File: src/include/ccb_defines.svh
// constants for the can clocking front end
`ifndef CCB_DEFINES_SVH
`define CCB_DEFINES_SVH
// ==========================================
// register offsets (8-bit sfr style address)
`define CCB_ADDR_CLK_CFG   8'h00
`define CCB_ADDR_BRP_EXT   8'h01
`define CCB_ADDR_SEG_PROP  8'h02
`define CCB_ADDR_SEG_PH1   8'h03
`define CCB_ADDR_SEG_PH2   8'h04
`define CCB_ADDR_STATUS    8'h05
`define CCB_ADDR_SCRATCH   8'h06
// ==========================================
// field layout and reset values
`define CCB_DIV_LSB        0
`define CCB_DIV_MSB        1
`define CCB_EN_BIT         7
`define CCB_CFG_RESET      8'h00
`define CCB_BRP_RESET      8'h00
`define CCB_PROP_RESET     8'h01
`define CCB_PH1_RESET      8'h03
`define CCB_PH2_RESET      8'h02
`define CCB_SYNC_TQ        8'h01
// ==========================================
// timing
`define CCB_SYS_MHZ        250
`define CCB_CAN_MAX_MHZ    25
// post-write read window per ratio, in system clock cycles
`define CCB_WAIT_DIV1      3'h0
`define CCB_WAIT_DIV2      3'h1
`define CCB_WAIT_DIV4      3'h3
`define CCB_WAIT_DIV8      3'h7
`endif

File: src/include/ccb_pkg.sv
// types for the can clocking front end
package ccb_pkg;
  // ==========================================
  // divider ratio encoding
  typedef enum logic [1:0] {
    CCB_DIV1 = 2'h0,
    CCB_DIV2 = 2'h1,
    CCB_DIV4 = 2'h2,
    CCB_DIV8 = 2'h3
  } ccb_div_e;
  // ==========================================
  // bit segment states, gray along the bit
  typedef enum logic [1:0] {
    CCB_SYNC  = 2'h0,
    CCB_PROP  = 2'h1,
    CCB_PH1   = 2'h3,
    CCB_PH2   = 2'h2
  } ccb_seg_e;
endpackage : ccb_pkg

File: src/hdl/ccb_clk_div.sv
// can clock divider: one-cycle enable at system_clock / ratio
`timescale 1ns/1ps
module ccb_clk_div
  import ccb_pkg::*;
(
  // clock and reset
  input  wire logic       SYS_CLK,
  input  wire logic       RST,
  // ratio select
  input  wire ccb_div_e   div_sel,
  // enable out
  output      logic       can_tick
);
  logic [2:0] cnt_q;
  logic [2:0] lim;

  // ==========================================
  // ratio to terminal count
  always_comb begin
    unique case (div_sel)
      CCB_DIV1: lim = 3'h0;
      CCB_DIV2: lim = 3'h1;
      CCB_DIV4: lim = 3'h3;
      CCB_DIV8: lim = 3'h7;
    endcase
  end

  // ==========================================
  // counter; a ratio change applies at once, wrapping on the next cycle if the count is already past the new limit
  always_ff @(posedge SYS_CLK) begin
    if (RST) begin
      cnt_q    <= 3'h0;
      can_tick <= 1'b0;
    end else begin
      can_tick <= (cnt_q >= lim);
      cnt_q    <= (cnt_q >= lim) ? 3'h0 : cnt_q + 3'h1;
    end
  end

  property p_tick_div1;
    @(posedge SYS_CLK) disable iff (RST)
    (div_sel == CCB_DIV1) [*3] |-> can_tick;
  endproperty
  a_tick_div1 : assert property (p_tick_div1)
    else $error("divide by one must tick every cycle");
endmodule : ccb_clk_div

File: src/hdl/ccb_top.sv
// can controller clocking, register access and bit timing front end
`timescale 1ns/1ps
`include "ccb_defines.svh"
module ccb_top
  import ccb_pkg::*;
(
  // clock and reset
  input  wire logic       SYS_CLK,
  input  wire logic       RST,
  // register port
  input  wire logic [7:0] ADDR,
  input  wire logic [7:0] WDATA,
  input  wire logic       WR,
  input  wire logic       RD,
  output      logic [7:0] RDATA,
  // timing outputs
  output      logic       TQ_TICK,
  output      logic       BIT_START,
  output      logic [1:0] SEGMENT,
  output      logic       OVER_LIMIT
);
  // ==========================================
  // registers
  logic [7:0] cfg_q;
  logic [7:0] brp_q;
  logic [7:0] prop_q;
  logic [7:0] ph1_q;
  logic [7:0] ph2_q;
  logic [7:0] scratch_q;
  logic       can_tick;
  logic [2:0] wait_q;
  logic [7:0] last_wr_q;
  logic       read_early;
  ccb_div_e   div_sel;

  assign div_sel = ccb_div_e'(cfg_q[`CCB_DIV_MSB:`CCB_DIV_LSB]);

  ccb_clk_div u_div (
    .SYS_CLK  (SYS_CLK),
    .RST      (RST),
    .div_sel  (div_sel),
    .can_tick (can_tick)
  );

  always_ff @(posedge SYS_CLK) begin
    if (RST) begin
      cfg_q     <= `CCB_CFG_RESET;
      brp_q     <= `CCB_BRP_RESET;
      prop_q    <= `CCB_PROP_RESET;
      ph1_q     <= `CCB_PH1_RESET;
      ph2_q     <= `CCB_PH2_RESET;
      scratch_q <= 8'h00;
    end else if (WR) begin
      unique case (ADDR)
        `CCB_ADDR_CLK_CFG:  cfg_q     <= WDATA;
        `CCB_ADDR_BRP_EXT:  brp_q     <= WDATA;
        `CCB_ADDR_SEG_PROP: prop_q    <= WDATA;
        `CCB_ADDR_SEG_PH1:  ph1_q     <= WDATA;
        `CCB_ADDR_SEG_PH2:  ph2_q     <= WDATA;
        `CCB_ADDR_SCRATCH:  scratch_q <= WDATA;
        default: ;
      endcase
    end
  end

  // ==========================================
  // post-write window: the value crosses into the slower can domain,
  // so a same-address read inside it sees stale data (modelled as 8'h00 here)
  always_ff @(posedge SYS_CLK) begin
    if (RST) begin
      wait_q    <= 3'h0;
      last_wr_q <= 8'hff;
    end else if (WR) begin
      last_wr_q <= ADDR;
      unique case (div_sel)
        CCB_DIV1: wait_q <= `CCB_WAIT_DIV1;
        CCB_DIV2: wait_q <= `CCB_WAIT_DIV2;
        CCB_DIV4: wait_q <= `CCB_WAIT_DIV4;
        CCB_DIV8: wait_q <= `CCB_WAIT_DIV8;
      endcase
    end else if (wait_q != 3'h0) begin
      wait_q <= wait_q - 3'h1;
    end
  end

  // only the just-written address is blocked; rmw is a read too
  assign read_early = (wait_q != 3'h0) && (ADDR == last_wr_q);

  // ==========================================
  // read data, one cycle after the strobe
  always_ff @(posedge SYS_CLK) begin
    if (RST) begin
      RDATA <= 8'h00;
    end else if (RD) begin
      if (read_early) begin
        RDATA <= 8'h00;
      end else begin
        unique case (ADDR)
          `CCB_ADDR_CLK_CFG:  RDATA <= cfg_q;
          `CCB_ADDR_BRP_EXT:  RDATA <= brp_q;
          `CCB_ADDR_SEG_PROP: RDATA <= prop_q;
          `CCB_ADDR_SEG_PH1:  RDATA <= ph1_q;
          `CCB_ADDR_SEG_PH2:  RDATA <= ph2_q;
          `CCB_ADDR_STATUS:   RDATA <= {6'h00, SEGMENT};
          `CCB_ADDR_SCRATCH:  RDATA <= scratch_q;
          default:            RDATA <= 8'h00;
        endcase
      end
    end else begin
      RDATA <= 8'h00;
    end
  end

  // ==========================================
  // over-limit flag: ratio too small for the 250 MHz system clock
  always_ff @(posedge SYS_CLK) begin
    if (RST) begin
      OVER_LIMIT <= 1'b0;
    end else begin
      OVER_LIMIT <= (`CCB_SYS_MHZ >> cfg_q[`CCB_DIV_MSB:`CCB_DIV_LSB]) > `CCB_CAN_MAX_MHZ;
    end
  end

  // ==========================================
  // time quantum: brp_q+1 can clocks; compare with >= so a smaller
  // prescaler written mid-quantum ends it at once instead of after a wrap
  logic [8:0] tq_cnt_q;
  logic       tq_pulse;
  assign tq_pulse = can_tick && (tq_cnt_q >= {1'b0, brp_q});

  always_ff @(posedge SYS_CLK) begin
    if (RST || !cfg_q[`CCB_EN_BIT]) begin
      tq_cnt_q <= 9'h000;
      TQ_TICK  <= 1'b0;
    end else begin
      TQ_TICK <= tq_pulse;
      if (can_tick) begin
        tq_cnt_q <= tq_pulse ? 9'h000 : tq_cnt_q + 9'h001;
      end
    end
  end

  // ==========================================
  // bit segments counted in whole quanta
  ccb_seg_e   seg_q;
  logic [7:0] seg_cnt_q;
  logic [7:0] seg_len;

  always_comb begin
    unique case (seg_q)
      CCB_SYNC: seg_len = `CCB_SYNC_TQ;
      CCB_PROP: seg_len = prop_q;
      CCB_PH1:  seg_len = ph1_q;
      CCB_PH2:  seg_len = ph2_q;
    endcase
  end

  always_ff @(posedge SYS_CLK) begin
    if (RST || !cfg_q[`CCB_EN_BIT]) begin
      seg_q     <= CCB_SYNC;
      seg_cnt_q <= 8'h00;
      BIT_START <= 1'b0;
      SEGMENT   <= CCB_SYNC;
    end else begin
      BIT_START <= tq_pulse && (seg_q == CCB_SYNC) && (seg_cnt_q == 8'h00);
      SEGMENT   <= seg_q;
      if (tq_pulse) begin
        // a zero-length segment is taken as one quantum
        if (seg_cnt_q + 8'h01 >= seg_len) begin
          seg_cnt_q <= 8'h00;
          unique case (seg_q)
            CCB_SYNC: seg_q <= CCB_PROP;
            CCB_PROP: seg_q <= CCB_PH1;
            CCB_PH1:  seg_q <= CCB_PH2;
            CCB_PH2:  seg_q <= CCB_SYNC;
          endcase
        end else begin
          seg_cnt_q <= seg_cnt_q + 8'h01;
        end
      end
    end
  end

  // ==========================================
  // checks
  property p_div1_read;
    @(posedge SYS_CLK) disable iff (RST)
    (WR && div_sel == CCB_DIV1 && ADDR == `CCB_ADDR_SCRATCH) ##1 (RD && ADDR == `CCB_ADDR_SCRATCH)
    |=> RDATA == $past(WDATA, 2);
  endproperty
  a_div1_read : assert property (p_div1_read)
    else $error("ratio one read after write is stale");
  // the divide by eight window stays shut for seven quiet cycles, no fewer, no more
  property p_wait8;
    @(posedge SYS_CLK) disable iff (RST)
    (WR && div_sel == CCB_DIV8) ##1 (!WR) [*6] |=> (ADDR != last_wr_q) || read_early;
  endproperty
  a_wait8 : assert property (p_wait8)
    else $error("divide by eight window closed early");
  property p_wait8_end;
    @(posedge SYS_CLK) disable iff (RST)
    (WR && div_sel == CCB_DIV8) ##1 (!WR) [*7] |=> !read_early;
  endproperty
  a_wait8_end : assert property (p_wait8_end)
    else $error("divide by eight window held too long");
  property p_other_reg;
    @(posedge SYS_CLK) disable iff (RST)
    WR ##1 (RD && ADDR == `CCB_ADDR_SEG_PH1 && $past(ADDR) != `CCB_ADDR_SEG_PH1) |=> RDATA == $past(ph1_q);
  endproperty
  a_other_reg : assert property (p_other_reg)
    else $error("other register delayed");
  property p_seg_order;
    @(posedge SYS_CLK) disable iff (RST)
    (seg_q == CCB_PH2) ##1 (seg_q != CCB_PH2) |-> seg_q == CCB_SYNC;
  endproperty
  a_seg_order : assert property (p_seg_order)
    else $error("phase two not followed by sync");
  property p_brp_reset;
    @(posedge SYS_CLK)
    $past(RST) |-> brp_q == `CCB_BRP_RESET;
  endproperty
  a_brp_reset : assert property (p_brp_reset)
    else $error("prescaler extension reset wrong");
endmodule : ccb_top

File: config.mk
export PLATFORM = sky130hd
export DESIGN_NAME = ccb_top
export DESIGN_NICKNAME = d
export VERILOG_FILES = /design/src/include/ccb_pkg.sv /design/src/hdl/ccb_clk_div.sv /design/src/hdl/ccb_top.sv
export VERILOG_INCLUDE_DIRS = /design/src /design/src/include
export SDC_FILE = /design/constraint.sdc
export NUM_CORES = 1
export LEC_CHECK = 0
export BUFFER_PORTS_ARGS = -buffer_cell sky130_fd_sc_hd__buf_2
export CAP_MARGIN = 5
export CORE_ASPECT_RATIO = 1.5
export CORE_MARGIN = 1
export CORE_UTILIZATION = 50
export DETAILED_ROUTE_END_ITERATION = 6
export GPL_ROUTABILITY_DRIVEN = 0
export PLACE_DENSITY_LB_ADDON = 0.15
export RECOVER_POWER = 50
export SYNTH_ARGS = -nofsm -noshare
export SYNTH_HDL_FRONTEND = slang
export SYNTH_SLANG_ARGS = --single-unit
File: constraint.sdc
create_clock -name SYS_CLK -period 7.4 [get_ports SYS_CLK]
set_input_delay 0.37 -clock SYS_CLK [delete_from_list [all_inputs] [get_ports SYS_CLK]]
set_output_delay 0.37 -clock SYS_CLK [all_outputs]
set_load 0.05 [all_outputs]
==> out/metrics.csv <==
stage,metric,value,unit
status,status,finished with violations,
status,violations,"max-capacitance violations, max-slew violations",
logic_synthesis,ys_ff_latch,95,
final_layout,n_fill_cell,848,
global_routing,grt_overflow,0,
critical_path,startpoint_type,input port,
clock_network,cts_root_buf,clkbuf_16,
global_routing,antenna_found_initial,0,
drt,post_drt_wl_per_cell,17.36,um
logic_synthesis,synth_area_leaders,"dfxtp_1 40%, ha_1 6.6%, nand2_1 6.1%, nand3_1 5.8%, a21oi_1 5.6%",
power,p_leak,1.852,nW
final_layout,nets,613,
sta,fin_hold_ws,0.2849,ns
sta,fin_crit,3.700,ns
clock_network,hold_buffers,0,
logic_synthesis,synthArstFlopShare,0,
logic_synthesis,syn-num-nets,599,
hold_path,hp-class,in -> reg,
power,power_frac_comb,0.056,
logic_synthesis,synth_seq_area_share,0.4014,
global_routing,grt_pass1_vias,3875,
clock_network,clock_sinks,95,
critical_path,crit_chain,buf_2 -> clkbuf_1 -> nand2_1 -> nand2_1 -> a21oi_1,
final_layout,area_growth,9.427,%
drt,drc_errors,0,
power,vdd_drop_max,0.0001551,V
die,io_pins,33,
critical_path,slowest_delay,2.03,ns
drt,vias,4100,
final_layout,final_cells,685,
sta,setup_viol,0,
placed_design,port_buffers,32,
power,intPower,0.8077,mW
power,power,1.051,mW
die,fp.dieW,81.49,um
logic_synthesis,yosysWarnings,0,
logic_synthesis,syn_inst,554,
drt,postRouteAntennaNets,0,
clock_network,clk_pin_slew_worst_paths,0.07,ns
critical_path,critical-path-slowest-cell,clkbuf_1,
logic_synthesis,syn_area,0.004738,mm2
power,power_density,202.7,mW/mm2
logic_synthesis,ys.flop_type,dfxtp_1,
sta,fin_crit_sh,0.5000,
global_routing,gr-usage-all-layers,0.2592,
die,dieHeight,121.2,um
final_layout,layout-drive-gt1-share,0.08901,
global_routing,grt_max_degree,62,
die,num_rows,43,
drt,first_pass_iters,5,
power,seqPwrFrac,0.494,
clock_network,cts_buffers,9,
sta,finalHoldViolCount,0,
drt,viasPerCell,5.985,
critical_path,worstPathArrival,3.82,ns
power,p_sw,0.2432,mW
placed_design,placedCellCount,669,
sta,max_freq,270.3,MHz
critical_path,crit_top_cell,nand2_1,
critical_path,crit_path_max_fanout,61,
critical_path,cp-end-kind,register,
final_layout,antenna_cells,0,
placed_design,hpwl,8369,um
sta,tightestPinTransition,2.907,ns
sta,final.setup.worst_slack,3.700,ns
logic_synthesis,synth_cell_types,53,
sta,relSlewSlack,-0.9378,
clock_network,cts_max_path_buffers,2,
logic_synthesis,synth.avg_cell_area,8.553,um2
power,switching_share,0.2314,
die,dieArea,0.009878,mm2
logic_synthesis,synth_edf_count,0,
power,p_clk_frac,0.450,
logic_synthesis,synth_top_area_frac,0.4014,
sta,skew,0.006147,ns
critical_path,worst_ep_required_time,7.52,ns
clock_network,clock_latency,0.34,ns
clock_network,cts_tree,built,
placed_design,post-place-ws,4.425,ns
die,start_util,0.5150,
die,core,0.009200,mm2
logic_synthesis,yosys.area.top_type,dfxtp_1,
clock_network,post_cts_resize_count,0,
sta,drv_slew,114,
sta,fin_setup_tns,0,ns
drt,drtIter0Drc,410,
critical_path,criticalPathCategory,in -> reg,
drt,finalWirelength,11890,um
clock_network,post_cts_buffers,0,
sta,rsz0062_at_grt,false,
global_routing,grt_pass1_wl,19270,um
clock_network,cts_max_level,3,
job,maxCapViolCount,2,
[routing by layer]
layer | GRT usage | up-vias | wire [um]
met4 | 0.1362 | 0 | 536
met5 | 0 | - | 0
met2 | 0.4297 | 137 | 5918
met3 | 0.04962 | 37 | 542
met1 | 0.3093 | 1930 | 4894
li1 | - | 1996 | -
[critical path: cells and delay by family]
| kind | cells | cell delay (ns) |
|---|---|---|
| AOI/OAI and AO/OA | 1 | 0.09 |
| buffers and inverters | 2 | 2.10 |
| and+or+nand+nor | 2 | 1.21 |
[path summary, 6_finish.rpt]
path	slack (ns)	to	from	cells after the start
hold reg to reg	0.46	scratch_q[3]$_SDFFE_PP0P_	scratch_q[3]$_SDFFE_PP0P_	2
setup / recovery	3.70	cfg_q[3]$_SDFFE_PP0P_	WR	5
hold / removal	0.28	last_wr_q[6]$_SDFFE_PP1P_	ADDR[6]	3
setup reg to reg	4.39	seg_cnt_q[7]$_SDFFE_PP0P_	seg_q[0]$_SDFFE_PP0P_	8
[sequential cells by signal (all words and copies together), names as in the netlist]
name	flops
BIT_START	1
OVER_LIMIT	1
RDATA	8
SEGMENT	2
TQ_TICK	1
brp_q	8
cfg_q	8
last_wr_q	8
ph1_q	8
ph2_q	8
prop_q	8
scratch_q	8
seg_cnt_q	8
seg_q	2
tq_cnt_q	9
u_div.can_tick	1
u_div.cnt_q	3
wait_q	3
[layout by cell type (no fill, tap or decap), types with 4 or more instances in the layout]
master     netlist  layout
inv_1           21      21
mux2i_1         18      18
clkbuf_1        20      16
nand4_1          7       7
nor2b_1          7       7
nand2_1         77      77
nor3_1           4       4
a21oi_1         53      53
a32o_1           5       5
xnor2_1          7       7
ha_1            25      25
clkbuf_16        0       9
nand2b_1         4       4
a211oi_1         5       5
nor2_1          37      37
mux2_2           8       8
dfxtp_1         95      95
a32oi_1          5       5
and3_1           7       8
xor2_1          17      17
o21ai_0          8       8
nand3_1         55      55
a22oi_1         16      16
buf_2            5      19
a31oi_1          5       5
[power by group through the flow]
| stage | Sequential (mW) | Clock (mW) | Combinational, mW |
|---|---|---|---|
| 6_report | 0.520 | 0.472 | 0.0589 |
| 5_1_grt | 0.520 | 0.506 | 0.0644 |
| 4_1_cts | 0.519 | 0.481 | 0.0586 |
| 3_5_place_dp | 0.531 | 0 | 0.0582 |
| 3_3_place_gp | 0.531 | 0 | 0.0575 |
| 2_1_floorplan | 0.531 | 0 | 0.0380 |
[through the flow]
| stage | cell area, um2 | utilization |
|---|---|---|
| final | 5185 | 0.5636 |
| after CTS | 5214 | 0.5667 |
| after floorplan | 4738 | - |
| after global routing | 5185 | 0.5636 |
| after detailed placement | 4908 | 0.5335 |
| after global placement | 4908 | 0.5335 |
[cells by family (layout without fill, tap and decap cells)]
logic type,after synthesis,in the layout,share of synthesized area
AOI/OAI and AO/OA,112,112,0.1508
and+or+nand+nor,217,217,0.2284
adders and majority gates,25,25,0.06602
DFF,95,95,0.4014
xor gates and xnor gates,24,24,0.04436
buffers and inverters,55,74,0.05202
muxes,26,26,0.05704
[cell type report]
type                       instances  area (um2)  share of cell area
timing repair buffer              37       170.2             0.03282
clock inverter                     6       66.31             0.01279
tap                              112       140.1             0.02703
sequential                        95        1902              0.3668
clock buffer                      10       239.0             0.04609
inverter                          21       78.83             0.01520
multi-input combinational        404        2589              0.4993
[synthesized netlist by cell type (8+ instances only)]
master and instances:
a21oi_1 53, a22oi_1 16, clkbuf_1 20, dfxtp_1 95
ha_1 25, inv_1 21, mux2_2 8, mux2i_1 18
nand2_1 77, nand3_1 55, nor2_1 37, o21ai_0 8
xor2_1 17
Note: power is estimated with default switching activity, not from simulation.
